$ cat src/rtl/tcs_regs.svh
// Timing figures, derived cycle counts and reset values of the sideband block.
`ifndef TCS_REGS_SVH
`define TCS_REGS_SVH

`define TCS_MCLK_HZ 20000000

`define TCS_T_ON_MS 2
`define TCS_T_2W_MS 300
`define TCS_T_START_MS 300
`define TCS_T_COOL_S 90
`define TCS_T_PL2_UP_MS 300
`define TCS_T_PL2_DOWN_MS 300
`define TCS_T_FAULT_RESET_US 10
`define TCS_T_RS_FC_US 500
`define TCS_T_RS_MS 10

`define TCS_CYC_US(t) ((t) * (`TCS_MCLK_HZ / 1000000))
`define TCS_CYC_MS(t) ((t) * (`TCS_MCLK_HZ / 1000))
`define TCS_CYC_S(t) ((t) * `TCS_MCLK_HZ)

`define TCS_PINS_RST 7'h40
`define TCS_RATE_RST 2'h0
`define TCS_HOLD_W 8
`define TCS_STRAP_TAKE 2'h2
`define TCS_STRAP_DONE 2'h3

`endif

$ cat src/rtl/tcs_pkg.sv
// Types shared by the sideband block.
package tcs_pkg;

  typedef struct packed {
    logic laser_off;
    logic cooled;
    logic supply_good;
    logic laser_fault;
    logic signal_present;
    logic rate_select_high;
    logic rate_select_low;
  } tcs_pins_t;

  typedef enum logic [1:0] {
    TX_OFF = 2'b00,
    TX_START = 2'b01,
    TX_ON = 2'b10,
    TX_FAULT = 2'b11
  } tcs_tx_state_t;

endpackage

$ cat src/rtl/tcs_ctrl.sv
// Transceiver transmitter, fault, loss-of-signal and rate-select sideband.
//
// How it works
// RL1 - A rising laser-off request turns the laser off within 100 us.
// RL2 - After a normal laser-off release the output is back within 2 ms.
// RL3 - The management interface is ready within 300 ms of valid supply.
// RL4 - A non-cooled part reaches full operation within 300 ms of start.
// RL5 - A cooled part reaches full operation within 90 s of start.
// RL6 - Enabling power level II gives full operation within 300 ms.
// RL7 - Disabling power level II returns to level I within 300 ms.
// RL8 - A non-cooled part flags a transmitter fault within 1 ms.
// RL9 - A cooled part flags a transmitter fault within 50 ms.
// RL10 - Only a laser-off request held for 10 us clears a latched fault.
// RL11 - In Fibre Channel use rate-select changes settle within 500 us.
// RL12 - Otherwise rate-select changes settle within 10 ms.
// RL13 - Loss of signal is flagged within 100 us.
// RL14 - Return of signal clears the loss flag within 100 us.
// RL15 - A high or open laser-off request disables the laser.
// RL16 - Fault and loss flags are active high and hold while due.
`timescale 1ns/1ps
`default_nettype none
`include "tcs_regs.svh"
module tcs_ctrl #(
  parameter logic [31:0] T_ON_CYC = 32'(`TCS_CYC_MS(`TCS_T_ON_MS)),
  parameter logic [31:0] T_2W_CYC = 32'(`TCS_CYC_MS(`TCS_T_2W_MS)),
  parameter logic [31:0] T_START_CYC = 32'(`TCS_CYC_MS(`TCS_T_START_MS)),
  parameter logic [31:0] T_COOL_CYC = 32'(`TCS_CYC_S(`TCS_T_COOL_S)),
  parameter logic [31:0] T_PL2_UP_CYC = 32'(`TCS_CYC_MS(`TCS_T_PL2_UP_MS)),
  parameter logic [31:0] T_PL2_DN_CYC =
    32'(`TCS_CYC_MS(`TCS_T_PL2_DOWN_MS)),
  parameter logic [31:0] T_RS_FC_CYC = 32'(`TCS_CYC_US(`TCS_T_RS_FC_US)),
  parameter logic [31:0] T_RS_CYC = 32'(`TCS_CYC_MS(`TCS_T_RS_MS))
) (
  input wire logic mclk_i,
  input wire logic rst_n_i,
  input wire logic laser_off_i,
  input wire logic cooled_i,
  input wire logic supply_good_i,
  input wire logic laser_fault_i,
  input wire logic signal_present_i,
  input wire logic rate_select_high_i,
  input wire logic rate_select_low_i,
  input wire logic power_ok_i,
  input wire logic fc_mode_i,
  input wire logic pl2_request_i,
  input wire logic stop_bit_fall_i,
  output logic laser_en_o,
  output logic operational_o,
  output logic tx_fault_o,
  output logic rx_los_o,
  output logic mgmt_ready_o,
  output logic power_level2_o,
  output logic [1:0] rate_sel_o,
  output logic rate_stable_o
);
  localparam logic [`TCS_HOLD_W-1:0] HOLD_CYC =
    `TCS_HOLD_W'(`TCS_CYC_US(`TCS_T_FAULT_RESET_US));

  // --------------------------------------------------------------------
  // Reset release and pin synchronisers
  // --------------------------------------------------------------------
  logic rst_q1;
  logic rst_n;
  tcs_pkg::tcs_pins_t pins_raw;
  tcs_pkg::tcs_pins_t pins_q1;
  tcs_pkg::tcs_pins_t pins_s;

  assign pins_raw = {laser_off_i, cooled_i, supply_good_i, laser_fault_i,
                     signal_present_i, rate_select_high_i, rate_select_low_i};

  always_ff @(posedge mclk_i or negedge rst_n_i)
  begin
    if (!rst_n_i)
    begin
      rst_q1 <= 1'b0;
      rst_n <= 1'b0;
    end
    else
    begin
      rst_q1 <= 1'b1;
      rst_n <= rst_q1;
    end
  end

  // Reset leaves the laser-off request asserted so the laser starts dark.
  always_ff @(posedge mclk_i or negedge rst_n)
  begin
    if (!rst_n)
    begin
      pins_q1 <= `TCS_PINS_RST; // [RL15]
      pins_s <= `TCS_PINS_RST;
    end
    else
    begin
      pins_q1 <= pins_raw;
      pins_s <= pins_q1;
    end
  end

  // --------------------------------------------------------------------
  // Strap capture and management readiness
  // --------------------------------------------------------------------
  logic [1:0] strap_cnt;
  logic cooled;
  logic mgmt_exp;
  // The strap is taken once the synchronisers hold real pin values, and
  // no start is allowed before that, so the start limit sees the strap.
  wire strap_done = (strap_cnt == `TCS_STRAP_DONE);

  always_ff @(posedge mclk_i or negedge rst_n)
  begin
    if (!rst_n)
    begin
      strap_cnt <= '0;
      cooled <= 1'b0;
      mgmt_ready_o <= 1'b0;
    end
    else
    begin
      if (!strap_done)
        strap_cnt <= strap_cnt + 1'b1;
      if (strap_cnt == `TCS_STRAP_TAKE)
        cooled <= pins_s.cooled;
      mgmt_ready_o <= pins_s.supply_good && mgmt_exp; // [RL3]
    end
  end

  tcs_timer u_mgmt_timer (
    .mclk_i(mclk_i),
    .rst_n_i(rst_n),
    .clear_i(!pins_s.supply_good),
    .limit_i(T_2W_CYC),
    .expired_o(mgmt_exp)
  );

  // --------------------------------------------------------------------
  // Transmitter state machine
  // --------------------------------------------------------------------
  tcs_pkg::tcs_tx_state_t state;
  tcs_pkg::tcs_tx_state_t next_state;
  logic warm;
  logic [31:0] tx_limit;
  logic [31:0] next_limit;
  logic tx_exp;
  logic [`TCS_HOLD_W-1:0] hold_cnt;
  wire hold_done = (hold_cnt >= HOLD_CYC);
  wire pl_change = stop_bit_fall_i && (pl2_request_i != power_level2_o);
  wire [31:0] init_limit = cooled ? T_COOL_CYC : T_START_CYC; // [RL4] [RL5]
  wire [31:0] pl_limit = pl2_request_i ? T_PL2_UP_CYC : T_PL2_DN_CYC;
  wire fault_now = pins_s.laser_fault;
  wire disabled = pins_s.laser_off || !pins_s.supply_good; // [RL15]
  wire start_ok = !disabled && !tx_fault_o && strap_done;

  always_comb
  begin
    next_state = state;
    next_limit = tx_limit;
    unique case (state)
      tcs_pkg::TX_OFF:
        if (start_ok)
        begin
          next_state = tcs_pkg::TX_START;
          next_limit = warm ? T_ON_CYC : init_limit; // [RL2] [RL4] [RL5]
        end
      tcs_pkg::TX_START:
        if (fault_now || tx_exp)
          next_state = tcs_pkg::TX_FAULT; // [RL8] [RL9]
        else if (disabled)
          next_state = tcs_pkg::TX_OFF; // [RL1]
        else if (pl_change)
          next_limit = pl_limit;
        else if (power_ok_i)
          next_state = tcs_pkg::TX_ON;
      tcs_pkg::TX_ON:
        if (fault_now)
          next_state = tcs_pkg::TX_FAULT; // [RL8] [RL9]
        else if (disabled)
          next_state = tcs_pkg::TX_OFF; // [RL1]
        else if (pl_change)
        begin
          next_state = tcs_pkg::TX_START; // [RL6] [RL7]
          next_limit = pl_limit;
        end
      tcs_pkg::TX_FAULT:
        if (hold_done && pins_s.laser_off && !fault_now)
          next_state = tcs_pkg::TX_OFF; // [RL10]
    endcase
  end

  always_ff @(posedge mclk_i or negedge rst_n)
  begin
    if (!rst_n)
    begin
      state <= tcs_pkg::TX_OFF;
      tx_limit <= '0;
      warm <= 1'b0;
      hold_cnt <= '0;
      laser_en_o <= 1'b0;
      operational_o <= 1'b0;
      tx_fault_o <= 1'b0;
      power_level2_o <= 1'b0;
    end
    else
    begin
      state <= next_state;
      tx_limit <= next_limit;
      if (next_state == tcs_pkg::TX_FAULT || !pins_s.supply_good)
        warm <= 1'b0;
      else if (next_state == tcs_pkg::TX_ON)
        warm <= 1'b1;
      if (state == tcs_pkg::TX_FAULT && pins_s.laser_off && !hold_done)
        hold_cnt <= hold_cnt + 1'b1; // [RL10]
      else if (!pins_s.laser_off)
        hold_cnt <= '0;
      laser_en_o <= (next_state == tcs_pkg::TX_START)
                 || (next_state == tcs_pkg::TX_ON); // [RL1] [RL15]
      operational_o <= (next_state == tcs_pkg::TX_ON);
      tx_fault_o <= (next_state == tcs_pkg::TX_FAULT); // [RL16]
      if (stop_bit_fall_i)
        power_level2_o <= pl2_request_i; // [RL6] [RL7]
    end
  end

  tcs_timer u_tx_timer (
    .mclk_i(mclk_i),
    .rst_n_i(rst_n),
    .clear_i(state != tcs_pkg::TX_START || next_limit != tx_limit),
    .limit_i(tx_limit),
    .expired_o(tx_exp)
  );

  // --------------------------------------------------------------------
  // Receive loss flag and rate select
  // --------------------------------------------------------------------
  logic rate_exp;
  wire [1:0] rate_now = {pins_s.rate_select_high, pins_s.rate_select_low};
  wire rate_change = (rate_now != rate_sel_o);
  wire [31:0] rate_limit = fc_mode_i ? T_RS_FC_CYC : T_RS_CYC;

  always_ff @(posedge mclk_i or negedge rst_n)
  begin
    if (!rst_n)
    begin
      rx_los_o <= 1'b1;
      rate_sel_o <= `TCS_RATE_RST;
      rate_stable_o <= 1'b0;
    end
    else
    begin
      rx_los_o <= !pins_s.signal_present; // [RL13] [RL14] [RL16]
      rate_sel_o <= rate_now;
      rate_stable_o <= rate_exp && !rate_change; // [RL11] [RL12]
    end
  end

  tcs_timer u_rate_timer (
    .mclk_i(mclk_i),
    .rst_n_i(rst_n),
    .clear_i(rate_change),
    .limit_i(rate_limit),
    .expired_o(rate_exp)
  );
endmodule // tcs_ctrl
`default_nettype wire

$ cat src/rtl/tcs_timer.sv
// Elapsed-time counter that flags when its limit is reached.
`timescale 1ns/1ps
`default_nettype none
module tcs_timer #(
  parameter int W = 32
) (
  input wire logic mclk_i,
  input wire logic rst_n_i,
  input wire logic clear_i,
  input wire logic [W-1:0] limit_i,
  output logic expired_o
);
  logic [W-1:0] count;

  assign expired_o = (count >= limit_i);

  always_ff @(posedge mclk_i or negedge rst_n_i)
  begin
    if (!rst_n_i)
      count <= '0;
    else if (clear_i)
      count <= '0;
    else if (!expired_o)
      count <= count + 1'b1;
  end
endmodule // tcs_timer
`default_nettype wire

$ cat config.mk
export PLATFORM = sky130hd
export DESIGN_NAME = tcs_ctrl
export DESIGN_NICKNAME = d
export VERILOG_FILES = /design/src/rtl/tcs_pkg.sv /design/src/rtl/tcs_ctrl.sv /design/src/rtl/tcs_timer.sv
export VERILOG_INCLUDE_DIRS = /design/src /design/src/rtl
export SDC_FILE = /design/constraint.sdc
export NUM_CORES = 1
export LEC_CHECK = 0
export BUFFER_PORTS_ARGS = -buffer_cell sky130_fd_sc_hd__buf_2
export CELL_PAD_IN_SITES_DETAIL_PLACEMENT = 1
export CELL_PAD_IN_SITES_GLOBAL_PLACEMENT = 2
export CORE_AREA = 2 2 139 175
export DETAILED_ROUTE_END_ITERATION = 8
export DIE_AREA = 0 0 141 177
export GPL_ROUTABILITY_DRIVEN = 0
export PLACE_DENSITY_LB_ADDON = 0.1
export REMOVE_ABC_BUFFERS = 1
export SLEW_MARGIN = 20
export SYNTH_ARGS = -nofsm -noshare
export SYNTH_HDL_FRONTEND = slang
export SYNTH_SLANG_ARGS = --single-unit
$ cat constraint.sdc
create_clock -name mclk_i -period 5.16 [get_ports mclk_i]
set_input_delay 0.258 -clock mclk_i [delete_from_list [all_inputs] [get_ports mclk_i]]
set_output_delay 0.258 -clock mclk_i [all_outputs]
set_load 0.02 [all_outputs]
==> flow_summary_export.csv <==
group,metric,value,unit
pwr,p_leak,4.35,nW
clock_tree,cts_tree,"built",
clock_tree,cts_made_buffers,17,
logic_synthesis,synth_seq_cells,167,
drt,wl,23.0,mm
logic_synthesis,yosysMostFrequentCell,"dfrtp_1",
clock_tree,clock_sinks,167,
logic_synthesis,syn_inst,868,
worst_setup_path,r2r_slack,1.53,ns
pwr,ir_drop,0.000213,V
worst_setup_path,start_kind,"register",
drt,drtPass1Iterations,4,
global_routing,grt_pass1_wl,38.5,mm
global_routing,use_met3,3.49,%
logic_synthesis,syn-cell-area,8780,µm²
cells_and_area,antennaDiodeCount,0,
hold_path,hold_depth,2,
die,dieArea,25000,µm²
cells_and_area,nNetsFinal,954,
die,dieHeight,177,µm
pwr,powerDensity,319,nW/µm²
global_routing,grt_pass1_vias,7358,
worst_setup_path,startpoint,"u_tx_timer.count[23]",
global_routing,use_met2,35.0,%
logic_synthesis,synth_area_leaders,"dfrtp_1 47%, ha_1 7.1%, xnor2_1 5.6%",
worst_setup_path,regToRegStartpoint,"u_tx_timer.count[23]",
hold_path,min_path_type,"input pin to register",
sta,slew_violations,0,
drt,wl_per_cell,19.2,µm
die,coreArea,23400,µm²
drt,viasPerCell,5.51,
sta,fin_crit_sh,70.3,%
clock_tree,cts_root_buf,"clkbuf_16",
die,start_util,37.5,%
logic_synthesis,synthFlopType,"dfrtp_1",
cells_and_area,drive_above_1_share,11.6,%
sta,clock_skew,0.0139,ns
die,dieWidth,141,µm
logic_synthesis,async_flop_share,100,%
flow_run,maxCapViolCount,0,
worst_setup_path,crit_fanout,32,
sta,setup_viol,0,
placed_design,dpl.hpwl,16.3,mm
run_status,outcome,"finished clean",
logic_synthesis,synth_cell_types,61,
worst_setup_path,crit_required,5.44,ns
die,rows,63,
cells_and_area,design_area,9890,µm²
logic_synthesis,netlist.area_leader.share,46.7,%
worst_setup_path,r2r_end,"u_tx_timer.count[11]",
global_routing,grt_max_degree,90,
clock_tree,clk_latency,0.44,ns
global_routing,track_usage,19.6,%
drt,drt_iter0_drc,299,
sta,slew_headroom,33.1,%
sta,setup_tns,0,ns
worst_setup_path,r2r_cells,8,
sta,hold_viol_final,0,
drt,final_antenna_net_count,0,
worst_setup_path,cp.arrival,3.91,ns
sta,rsz0062_at_grt,"no",
sta,max_clock_freq,0.276,GHz
drt,vias,6589,
logic_synthesis,ys_warn_count,0,
clock_tree,h-tree-depth,4,
clock_tree,cts_buffer_depth,2,
logic_synthesis,synth_area_leader_cell,"dfrtp_1",
global_routing,antenna_found_initial,0,
drt,drc,0,
cells_and_area,area_delta_synth_final,12.6,%
worst_setup_path,crit_type,"register to register",
worst_setup_path,crit_end,"u_tx_timer.count[11]",
clock_tree,clk_pin_slew,0.07,ns
logic_synthesis,synthTopCellsByCount,"164 x dfrtp_1, 56 x xnor2_1, 54 x and2_1, 54 x inv_1",
sta,worst_pin_slew,1.00,ns
clock_tree,cts_resized,0,
global_routing,busiest_layer,"met2",
placed_design,placed_area,9180,µm²
global_routing,met1_usage,23.4,%
global_routing,grt_overflow,0,
sta,layout_min_cycle_time,3.63,ns
logic_synthesis,avgSynthCellArea,10.1,µm²
worst_setup_path,cp-end-kind,"register",
die,io_pins,22,
logic_synthesis,yosysSeqAreaShare,47.6,%
placed_design,port_buffers,21,
logic_synthesis,synth-edff-count,0,
-- cells by family (layout without fill, tap and decap cells) --
| group | after synthesis | after routing | synth area share (%) |
|---|---|---|---|
| buffers and inverters | 87 | 122 | 4.10 |
| adders and majority gates | 50 | 50 | 7.12 |
| AOI/OAI and AO/OA | 139 | 139 | 9.95 |
| xor gates and xnor gates | 63 | 63 | 6.28 |
| other | 1 | 1 | 0.0427 |
| and+or+nand+nor | 355 | 355 | 24.2 |
| DFF | 167 | 167 | 47.6 |
| muxes | 6 | 6 | 0.712 |
-- critical path, stage by stage (launching register included) --
cell and delay, ns:
dfrtp_1 0.45, ha_1 0.32, a21oi_1 0.13, o21ai_0 0.11, a221o_1 0.37, a211o_1 0.53, nor3_2 0.49, a221o_2 0.91
nor3_1 0.14
-- what timing repair did --
action                                 in CTS  in global routing
endpoints found under the hold margin       9                  0
setup endpoints to repair                   0                  0
setup buffers                               0                  0
hold buffers                                8                  0
-- routing by layer --
layer / share of wire [%] / routed length (µm) / up-vias
met5: 0 / 0 / -
met4: 2.9 / 665 / 0
met3: 1.7 / 392 / 39
met2: 52 / 12000 / 72
met1: 43 / 9890 / 3369
li1: - / - / 3109
-- registers in the layout (all words and copies together) (netlist names), 2 cells and up --
signal              count
u_tx_timer.count       32
rate_sel_o              2
state                   2
u_mgmt_timer.count     32
u_rate_timer.count     32
tx_limit               32
pins_q1                 7
strap_cnt               2
hold_cnt                8
pins_s                  6
-- power breakdown --
part	switching (mW)	total, mW	internal (mW)
sequential	0.0787	1.46	1.39
clock	0.553	1.33	0.774
combinational	0.227	0.360	0.133
total	0.859	3.15	2.29
-- layout make-up --
type                       count  area [µm²]
timing repair buffer          37         278
tap                          292         365
clock buffer                  20         447
multi-input combinational    614        4260
fill                        2610       13500
clock inverter                11         149
sequential                   167        4190
inverter                      54         203
-- how the worst min path moves through the flow --
stage / from / endpoint
3_5_place_dp: rst_n_i / rst_q1
2_1_floorplan: rst_n_i / rst_n
4_1_cts: pl2_request_i / power_level2_o
6_report: pl2_request_i / power_level2_o
3_3_place_gp: rst_n_i / rst_q1
5_1_grt: pl2_request_i / power_level2_o
-- placed cells by master, fill, tap and decap left out, drive strengths merged, types with 9 or more instances in the layout --
cell and instances:
dfrtp 164, nor3 66, xnor2 56, inv 56, and2 54, ha 50, a21oi 50, nand2 44
o21ai 36, nand3 32, nor2 30, buf 29, and3 28, nand4 25, clkbuf 20, or3 18
nor4 16, a21o 10, nor2b 9
-- through the flow --
step                      setup slack, ns  hold WS, ns  total power, mW  cells  utilization, %
final                                1.53        0.101             3.15   1195            42.2
after global routing                 1.28       0.0918             3.31   1195            42.2
after CTS                            1.52       0.0693             3.20   1194            42.1
after detailed placement             1.51       0.0458             1.85   1155            39.2
after global placement               1.57       0.0424             1.82   1155            39.2
after floorplan                     0.167      -0.0376             1.70    835               -
Power figures use the tool's default switching activity.
